===== src/hw/rpam_consts.svh =====
// Constants for the register pointer and address map block
`ifndef RPAM_CONSTS_SVH
`define RPAM_CONSTS_SVH
`define RPAM_BLOCK_W      5
`define RPAM_PAGE_W       6
`define RPAM_SEG_W        6
`define RPAM_DPAGE_W      8
`define RPAM_MADDR_W      22
`define RPAM_PAGED_GROUP  4'hF
`define RPAM_LOW_PTR_RST  5'h00
`define RPAM_HIGH_PTR_RST 5'h01
`define RPAM_PAGE_RST     6'h00
`define RPAM_SEG_RST      6'h00
`define RPAM_DPAGE_RST    8'h00
`endif


===== src/hw/rpam_pkg.sv =====
// Types for the register pointer and address map block
package rpam_pkg;
  typedef enum logic [4:0] {
    RPAM_ACC_FETCH = 5'h01,
    RPAM_ACC_DMA   = 5'h02,
    RPAM_ACC_INTR  = 5'h04,
    RPAM_ACC_DATA  = 5'h08,
    RPAM_ACC_PDATA = 5'h10
  } rpam_access_type;
endpackage


===== src/hw/rpam_load_reg.sv =====
// Loadable register with synchronous reset value
`timescale 1ns/1ps
module rpam_load_reg #(
  parameter int             W   = 8,
  parameter logic [W-1:0]   RST = '0
) (
  // Clock and reset
  input  wire logic         core_clk,
  input  wire logic         rst,
  // Load port
  input  wire logic         load,
  input  wire logic [W-1:0] din,
  // Stored value
  output logic      [W-1:0] value_q
);
  always_ff @(posedge core_clk) begin
    if (rst) begin
      value_q <= RST;
    end else if (load) begin
      value_q <= din;
    end
  end
endmodule


===== src/hw/rpam_top.sv =====
// Working-register pointers, peripheral paging and 22-bit memory address extension
//
// Overview of operation
// RQ1: Split mode: r0-r7 map to low block pointer times eight plus index.
// RQ2: Split mode: r8-r15 map to high block pointer block, first to eighth.
// RQ3: Each block pointer takes 0..31, loaded by its own set instruction.
// RQ4: Top sixteen-register group is paged, up to 64 pages.
// RQ5: Group 15 accesses go to page held in the page pointer.
// RQ6: Software saves and restores the page pointer; hardware keeps no copy.
// RQ7: Block pointer pair is readable and writable as one unit.
// RQ8: Memory address output is 22 bits wide.
// RQ9: Program 64 segments of 64K, data 256 pages of 16K.
// RQ10: Fetches prefix the 16-bit address with the code segment register.
// RQ11: DMA takes upper six bits from DMA or interrupt segment register.
// RQ12: Interrupt accesses take upper bits from interrupt or code segment.
// RQ13: Data accesses take eight upper bits from one of four page registers.
// RQ14: Program-data moves use program segment extension instead of paging.
// RQ15: Single set instruction takes an even block number 0..30.
// RQ16: Data address bits 15:14 choose the data page register.
// RQ17: DMA uses DMA segment only when segment select bit is set.
// RQ18: Working-register address resolves combinationally, same cycle.
`timescale 1ns/1ps
`include "rpam_consts.svh"
module rpam_top (
  // Clock and reset
  input  wire logic                        core_clk,
  input  wire logic                        rst,
  // Pointer load commands from the decoder
  input  wire logic                        set_group,
  input  wire logic                        set_low_block_pointer,
  input  wire logic                        set_high_block_pointer,
  input  wire logic [`RPAM_BLOCK_W-1:0]    block_num,
  input  wire logic                        load_block_pointer_pair,
  input  wire logic [15:0]                 block_pointer_pair_in,
  input  wire logic                        load_peripheral_page_pointer,
  input  wire logic [`RPAM_PAGE_W-1:0]     page_num,
  // Segment and page register loads
  input  wire logic                        load_code_segment_reg,
  input  wire logic                        load_dma_segment_reg,
  input  wire logic                        load_interrupt_segment_reg,
  input  wire logic [`RPAM_SEG_W-1:0]      seg_in,
  input  wire logic [3:0]                  load_data_page_regs,
  input  wire logic [`RPAM_DPAGE_W-1:0]    dpage_in,
  // Register operand resolution
  input  wire logic                        wreg_access,
  input  wire logic [3:0]                  wreg_num,
  input  wire logic [7:0]                  abs_reg_in,
  output logic      [7:0]                  reg_addr,
  output logic                             reg_paged,
  output logic      [`RPAM_PAGE_W-1:0]     reg_page,
  // Memory address extension
  input  wire rpam_pkg::rpam_access_type   access_kind,
  input  wire logic                        dma_segment_select,
  input  wire logic                        intr_uses_code_seg,
  input  wire logic [15:0]                 logical_addr,
  output logic      [`RPAM_MADDR_W-1:0]    mem_addr,
  // Pointer state readback
  output logic      [15:0]                 block_pointer_pair,
  output logic      [`RPAM_PAGE_W-1:0]     peripheral_page_pointer,
  output logic                             split_mode
);
  //////////////////////////////////////////////////////////////////////////////
  // Block pointers
  logic [`RPAM_BLOCK_W-1:0] low_block_pointer;
  logic [`RPAM_BLOCK_W-1:0] high_block_pointer;
  logic                     split_q;
  logic                     split_d;
  logic [`RPAM_BLOCK_W-1:0] even_block;
  logic [`RPAM_BLOCK_W-1:0] low_d;
  logic [`RPAM_BLOCK_W-1:0] high_d;
  logic                     low_ld;
  logic                     high_ld;

  // Group select forces even block, high pointer follows as odd
  assign even_block = {block_num[`RPAM_BLOCK_W-1:1], 1'b0}; // RQ15
  assign low_ld  = set_group | set_low_block_pointer | load_block_pointer_pair;  // RQ3
  assign high_ld = set_group | set_high_block_pointer | load_block_pointer_pair; // RQ3
  // Pair packs each pointer in bits 7:3 of its byte, bit 0 of low byte is split
  assign low_d  = load_block_pointer_pair ? block_pointer_pair_in[7:3] :
                  set_group ? even_block : block_num; // RQ7
  assign high_d = load_block_pointer_pair ? block_pointer_pair_in[15:11] :
                  set_group ? (even_block | 5'h01) : block_num; // RQ7
  assign split_d = load_block_pointer_pair ? block_pointer_pair_in[0] :
                   set_group ? 1'b0 :
                   (set_low_block_pointer | set_high_block_pointer) ? 1'b1 : split_q;

  rpam_load_reg #(.W(`RPAM_BLOCK_W), .RST(`RPAM_LOW_PTR_RST)) u_low (
    .core_clk (core_clk),
    .rst      (rst),
    .load     (low_ld),
    .din      (low_d),
    .value_q  (low_block_pointer)
  );
  rpam_load_reg #(.W(`RPAM_BLOCK_W), .RST(`RPAM_HIGH_PTR_RST)) u_high (
    .core_clk (core_clk),
    .rst      (rst),
    .load     (high_ld),
    .din      (high_d),
    .value_q  (high_block_pointer)
  );

  always_ff @(posedge core_clk) begin
    if (rst) begin
      split_q <= 1'b0;
    end else begin
      split_q <= split_d;
    end
  end

  assign block_pointer_pair = {high_block_pointer, 3'h0, low_block_pointer, 2'h0, split_q}; // RQ7
  assign split_mode = split_q;

  //////////////////////////////////////////////////////////////////////////////
  // Peripheral page pointer, software-managed across routines
  rpam_load_reg #(.W(`RPAM_PAGE_W), .RST(`RPAM_PAGE_RST)) u_page (
    .core_clk (core_clk),
    .rst      (rst),
    .load     (load_peripheral_page_pointer),
    .din      (page_num),
    .value_q  (peripheral_page_pointer)
  ); // RQ6

  //////////////////////////////////////////////////////////////////////////////
  // Register operand resolution, purely combinational
  logic [`RPAM_BLOCK_W-1:0] sel_block;
  assign sel_block = wreg_num[3] ? high_block_pointer : low_block_pointer; // RQ1 RQ2
  assign reg_addr  = wreg_access ? {sel_block, wreg_num[2:0]} : abs_reg_in; // RQ1 RQ2 RQ18
  assign reg_paged = (reg_addr[7:4] == `RPAM_PAGED_GROUP); // RQ4 RQ5
  assign reg_page  = peripheral_page_pointer; // RQ5

  //////////////////////////////////////////////////////////////////////////////
  // Segment and data page registers
  logic [`RPAM_SEG_W-1:0]   code_segment_reg;
  logic [`RPAM_SEG_W-1:0]   dma_segment_reg;
  logic [`RPAM_SEG_W-1:0]   interrupt_segment_reg;
  logic [`RPAM_DPAGE_W-1:0] data_page_regs [4];

  rpam_load_reg #(.W(`RPAM_SEG_W), .RST(`RPAM_SEG_RST)) u_cseg (
    .core_clk (core_clk),
    .rst      (rst),
    .load     (load_code_segment_reg),
    .din      (seg_in),
    .value_q  (code_segment_reg)
  );
  rpam_load_reg #(.W(`RPAM_SEG_W), .RST(`RPAM_SEG_RST)) u_dseg (
    .core_clk (core_clk),
    .rst      (rst),
    .load     (load_dma_segment_reg),
    .din      (seg_in),
    .value_q  (dma_segment_reg)
  );
  rpam_load_reg #(.W(`RPAM_SEG_W), .RST(`RPAM_SEG_RST)) u_iseg (
    .core_clk (core_clk),
    .rst      (rst),
    .load     (load_interrupt_segment_reg),
    .din      (seg_in),
    .value_q  (interrupt_segment_reg)
  );
  for (genvar i = 0; i < 4; i++) begin : g_dpr
    rpam_load_reg #(.W(`RPAM_DPAGE_W), .RST(`RPAM_DPAGE_RST)) u_dpr (
      .core_clk (core_clk),
      .rst      (rst),
      .load     (load_data_page_regs[i]),
      .din      (dpage_in),
      .value_q  (data_page_regs[i])
    );
  end

  //////////////////////////////////////////////////////////////////////////////
  // 22-bit address formation
  logic [`RPAM_SEG_W-1:0]   dma_seg;
  logic [`RPAM_SEG_W-1:0]   intr_seg;
  logic [`RPAM_DPAGE_W-1:0] data_page;
  assign dma_seg   = dma_segment_select ? dma_segment_reg : interrupt_segment_reg; // RQ11 RQ17
  assign intr_seg  = intr_uses_code_seg ? code_segment_reg : interrupt_segment_reg; // RQ12
  assign data_page = data_page_regs[logical_addr[15:14]]; // RQ13 RQ16

  always_comb begin
    mem_addr = {code_segment_reg, logical_addr};
    unique case (access_kind)
      rpam_pkg::RPAM_ACC_FETCH: mem_addr = {code_segment_reg, logical_addr}; // RQ8 RQ9 RQ10
      rpam_pkg::RPAM_ACC_DMA:   mem_addr = {dma_seg, logical_addr}; // RQ11
      rpam_pkg::RPAM_ACC_INTR:  mem_addr = {intr_seg, logical_addr}; // RQ12
      rpam_pkg::RPAM_ACC_DATA:  mem_addr = {data_page, logical_addr[13:0]}; // RQ9 RQ13
      rpam_pkg::RPAM_ACC_PDATA: mem_addr = {code_segment_reg, logical_addr}; // RQ14
      default:                  mem_addr = {code_segment_reg, logical_addr};
    endcase
  end
endmodule


===== config.mk =====
export PLATFORM = sky130hd
export DESIGN_NAME = rpam_top
export DESIGN_NICKNAME = d
export VERILOG_FILES = /design/src/hw/rpam_pkg.sv /design/src/hw/rpam_load_reg.sv /design/src/hw/rpam_top.sv
export VERILOG_INCLUDE_DIRS = /design/src /design/src/hw
export SDC_FILE = /design/constraint.sdc
export NUM_CORES = 1
export LEC_CHECK = 0
export ABC_AREA = 1
export BUFFER_PORTS_ARGS = -buffer_cell sky130_fd_sc_hd__buf_2
export CAP_MARGIN = 0
export CORE_MARGIN = 3
export CORE_UTILIZATION = 50
export DETAILED_ROUTE_END_ITERATION = 8
export PLACE_DENSITY = 0.83
export SYNTH_ARGS = -nofsm -noshare
export SYNTH_HDL_FRONTEND = slang
export SYNTH_SLANG_ARGS = --single-unit

===== constraint.sdc =====
create_clock -name core_clk -period 2.3 [get_ports core_clk]
set_input_delay 0.23 -clock core_clk [delete_from_list [all_inputs] [get_ports core_clk]]
set_output_delay 0.23 -clock core_clk [all_outputs]
set_load 0.03 [all_outputs]

* After elaboration in Yosys (flattened, before gate mapping)
Cells that the tools add are included.
** Operators by class
- Order comparisons :: 1
- Equal/unequal tests :: 4
- Muxes and demuxes :: 15
- Bitwise logic cells :: 6
- Reductions and logical operators :: 1
** Operators with widths (count)
- $pmux 22 s3 :: 1
- $mux 8 :: 3
- $bmux 8 s2 :: 1
- $mux 5 :: 3
- $mux 6 :: 2
- $eq 5x2->1 const B :: 1
- $eq 5x3->1 const B :: 1
- $eq 5x4->1 const B :: 1
- $mux 1 :: 5
- $or 1x1->1 :: 5
- $eq 4x4->1 const B :: 1
- $ge 3x3->1 const B :: 1
- $not 2->3 :: 1
- $reduce_bool 3->1 :: 1
** Word-level totals
- Bits in registers :: 67
- Input bits :: 91
- Output and inout bits :: 60
- Word-level logic and storage cells :: 38

* Logic depth before layout (Yosys ltp)
- Depth in word-level cells :: 5
- Depth in mapped cells :: 8
- Mapped depth without buffers :: 6

* Modules after synthesis
Synthesis repeated with hierarchy kept, for this count alone.
** Unflattened totals
- Cells, all modules :: 678
- Area total of the unflattened synthesis :: 4012.6 µm²
** By module, submodules not included
- rpam_load_reg at g_dpr[0].u_dpr ... :: times used 4, cells each 51, area each 341.6 µm², seq. area each 160.2 µm²
- rpam_top :: times used 1, cells each 259, area each 1229.9 µm², seq. area each 20.0 µm²
- rpam_load_reg at u_cseg ... :: times used 4, cells each 38, area each 247.7 µm², seq. area each 120.1 µm²
- rpam_load_reg at u_high :: times used 1, cells each 31, area each 216.5 µm², seq. area each 100.1 µm²
- rpam_load_reg at u_low :: times used 1, cells each 32, area each 209.0 µm², seq. area each 100.1 µm²

* Least setup slack after synthesis
No wires, ideal clock.
- Kind :: reg-to-output
- From :: reg u_high.value_q[2]
- To :: out reg_paged
- Arrival :: 1.757 ns
- Data required time :: 2.070 ns
- Setup slack :: 0.313 ns
- Stages on the path, launching flop included :: 5
- Buffers on the path :: 0
- Cell sequence :: dfxtp_1 -> nand2_1 -> a31oi_1 -> nand2_1 -> nor2_1
** Between the ends
- Word-level cells in the longest chain between the ends :: 3
** RTL lines
- from (decl) :: line rpam_load_reg.sv:14 : output logic [W-1:0] value_q
- from (signal assigned) :: line rpam_load_reg.sv:20 : value_q <= din;
- $mux 5 :: line rpam_top.sv:126 : assign sel_block = wreg_num[3] ? high_block_pointer : low_block_pointer;
- $mux 8 :: line rpam_top.sv:127 : assign reg_addr = wreg_access ? {sel_block, wreg_num[2:0]} : abs_reg_in;
- named net reg_addr[5] :: line rpam_top.sv:48 : output logic [7:0] reg_addr,
- $eq 4x4->1 (no line)
- to (decl) :: line rpam_top.sv:49 : output logic reg_paged,
The timed path passes the listed nets, and every way through them passes these cells.

* Worst setup path in the final report
- From :: reg u_high.value_q[1]
- To :: out reg_paged
** Between the ends
- Word-level cells in the longest chain between the ends :: 3
** RTL lines (line)
- $mux 5 :: rpam_top.sv:126
- $mux 8 :: rpam_top.sv:127
- $eq 4x4->1 (no line)
No other way between the ends.

==> metrics <==
die outline width=89.7 um; Min-Delay Startpoint=rst; drt pass-1 iters=4; switching share of power=0.281; initial antenna violation count=0; reg-to-reg startpoint=u_low.value_q[3]; Synth Area in Compound Gates=0.161; Worst Reg-to-Reg Cells=2; Power per Cell Area=732 mW/mm^2; Initial Util=0.534; share of layout cells above drive strength 1=0.244; Final #Nets=700; critical path class=flip-flop to output port; Main synth FF type=dfxtp_1; slowest CP cell=dfxtp_1; gr usage total=0.216; Final Critical Period=1.73 ns; Reg clk slew, reported paths=0.07 ns; Peak supply drop=0.000392 V; max-cap viol count=0; DRC Markers=0; synthesis-to-layout area growth=17.7%; Adder-Cell Fraction of Synth Area=0; Final Max Tran Viols=0; most frequent cells in the layout=140 x nor2_1, 112 x buf_2, 81 x nand2_1, 67 x dfxtp_1, 66 x o21ai_0; Resize count post-CTS=0; WHS=0.0765 ns; Post-synth EDFFs=0; Iter 0 DRT Violations=214; XOR/XNOR share of the synthesized area=0; filler instances=591; post-synthesis cell count=527; ant diodes=0; Port Buffers=112; vias after detailed routing=3579; Critical Path AT=1.50 ns; post-synthesis sequential area ratio=0.383; Worst setup SP type=flip-flop; relative slew slack=0.425; Setup Buffers After CTS=0; Yosys warnings=0; CTS Sinks=67; Final setup viols=0; Boundary Pins=151; Worst Tran Pin Value=0.862 ns; setup slack, reg-to-reg=1.55 ns; asr flop ratio synth=0; Synth Area in Simple Gates=0.301; final worst path period share=0.753; DP Wirelength=6470 um; RD Place Congestion=0.858; drt via density=5.06; flops & latches, synth=67; routed len/inst=12.3 um; RSZ-0062 raised after global routing=false; core area=0.00657 sq mm; met2 WL=4420 um; Comb power frac=0.181; Worst Clk Skew=0 ns; CTS Hold Bufs=0; max incr delay on CP=0.36 ns; largest net degree at the start of global routing=67; synthesized area=0.00350 sq mm; TritonCTS clock tree=done; fmax=578 MHz; library cells used by synthesis=25; Die Ht=89.7 um; Min-Delay Path Class=input pin to flip-flop; first-pass GRT wire length=14800 um; routed wl met3=603 um; number of global-route vias before repair=3401; Critical Path, Cell by Cell=nand2_1, a31oi_1, nand2_1, nor2_1, buf_2; Clk pwr share=0.394; largest family of logic cells by synthesized area=simple AND/OR/NAND/NOR gates; most common cell after layout, fill and taps aside=nor2_1; Max Used Layer=met4; Switch Pwr=0.000848 W; Fin Setup TNS=0 ns; Critical Path Most Common Cell=nand2_1; status=finished, final reports clean; GRT overflow=0; Max clock buf depth=2; Fin. Hold Viols=0; Max Fanout on Critical Path=3; element type at the critical path end=output port; Inserted Clock Buffers=9; routed metal-1 wirelength=3510 um; worst skew pair latency=0.33 ns; syn_area_per_cell=6.65 sq um; part of the power in registers=0.425; multiplexer share of the synthesized area=0.00964; Routed Wire Length=8720 um; CP required=2.07 ns; reg2reg end=u_low.value_q[3]; leakage power=2.09 nW; WHS Path Cells=2; internal power=0.00217 W; Hold EP=split_mode; Root Buffer=clkbuf_8; die area=0.00805 sq mm; CTS H-Tree Depth=3; row count=29; antenna-violating nets left=0
==> layer usage <==
metal,vias up,GRT usage
met1,1617,0.248
met3,25,0.0451
met4,0,0.0983
met5,-,0
li1,1814,-
met2,123,0.386
==> stage by stage <==
| step | setup WS [ns] | cells | power [W] | area (sq um) | util |
|---|---|---|---|---|---|
| 3_5_place_dp | 0.729 | 691 | 0.00185 | 3880 | 0.591 |
| 6_report | 0.569 | 707 | 0.00302 | 4130 | 0.628 |
| 5_1_grt | 0.462 | 707 | 0.00316 | 4130 | 0.628 |
| 3_3_place_gp | 0.745 | 691 | 0.00184 | 3880 | 0.591 |
| 4_1_cts | 0.499 | 707 | 0.00304 | 4130 | 0.628 |
| 2_1_floorplan | 0.313 | 531 | 0.00173 | 3520 | - |
==> worst max-delay path by stage <==
stage               slack (ns)            to               from
finish                    0.57     reg_paged  u_high.value_q[1]
global route              0.46     reg_paged  u_high.value_q[1]
CTS                       0.50     reg_paged  u_high.value_q[1]
detailed placement        0.73  mem_addr[21]   logical_addr[14]
global placement          0.75  mem_addr[21]   logical_addr[14]
floorplan                 0.31     reg_paged  u_high.value_q[2]
==> power groups by stage <==
stage / registers, W / clock network (W) / logic, W
finish: 0.00128 / 0.00119 / 0.000547
global placement: 0.00131 / 0 / 0.000533
CTS: 0.00128 / 0.00120 / 0.000548
floorplan: 0.00134 / 0 / 0.000391
detailed placement: 0.00131 / 0 / 0.000546
global route: 0.00129 / 0.00126 / 0.000608
==> flip-flops by register name, indices dropped and copies added (netlist names) <==
register and cells:
u_high.value_q 5, u_dseg.value_q 6, g_dpr.u_dpr.value_q 32, u_low.value_q 5
u_cseg.value_q 6, u_page.value_q 6, split_mode 1, u_iseg.value_q 6
==> kinds of logic after synthesis <==
kind of cell,after synthesis
flops,67
mux,3
simple gates,254
buf+inv,95
compound gates,107
other cells,1
==> final cells by class <==
class	count	area [sq um]	area share
timing repair buffer	113	568	0.138
multi-input combinational	369	1670	0.406
inverter	49	184	0.0446
clock buffer	12	145	0.0352
tap	93	116	0.0282
clock inverter	4	97.6	0.0237
sequential	67	1340	0.325
==> cells in the mapped netlist (all sizes together), types with 3 or more instances <==
library cell | instances | area [sq um]
mux2 | 3 | 33.8
nand4 | 7 | 43.8
clkbuf | 4 | 15.0
a21oi | 21 | 105
buf | 42 | 305
inv | 49 | 184
nor2 | 149 | 597
a31oi | 13 | 87.6
nand3 | 14 | 95.1
nand2 | 82 | 310
o21ai | 70 | 350
dfxtp | 67 | 1340
==> worst max-delay path, delay by kind of cell (launching register included) <==
kind	cells	cell delay, ns
compound gates	1	0.28
flops	1	0.36
simple gates	3	0.31
buf+inv	1	0.22
Note: power is estimated with default switching activity, not from simulation.
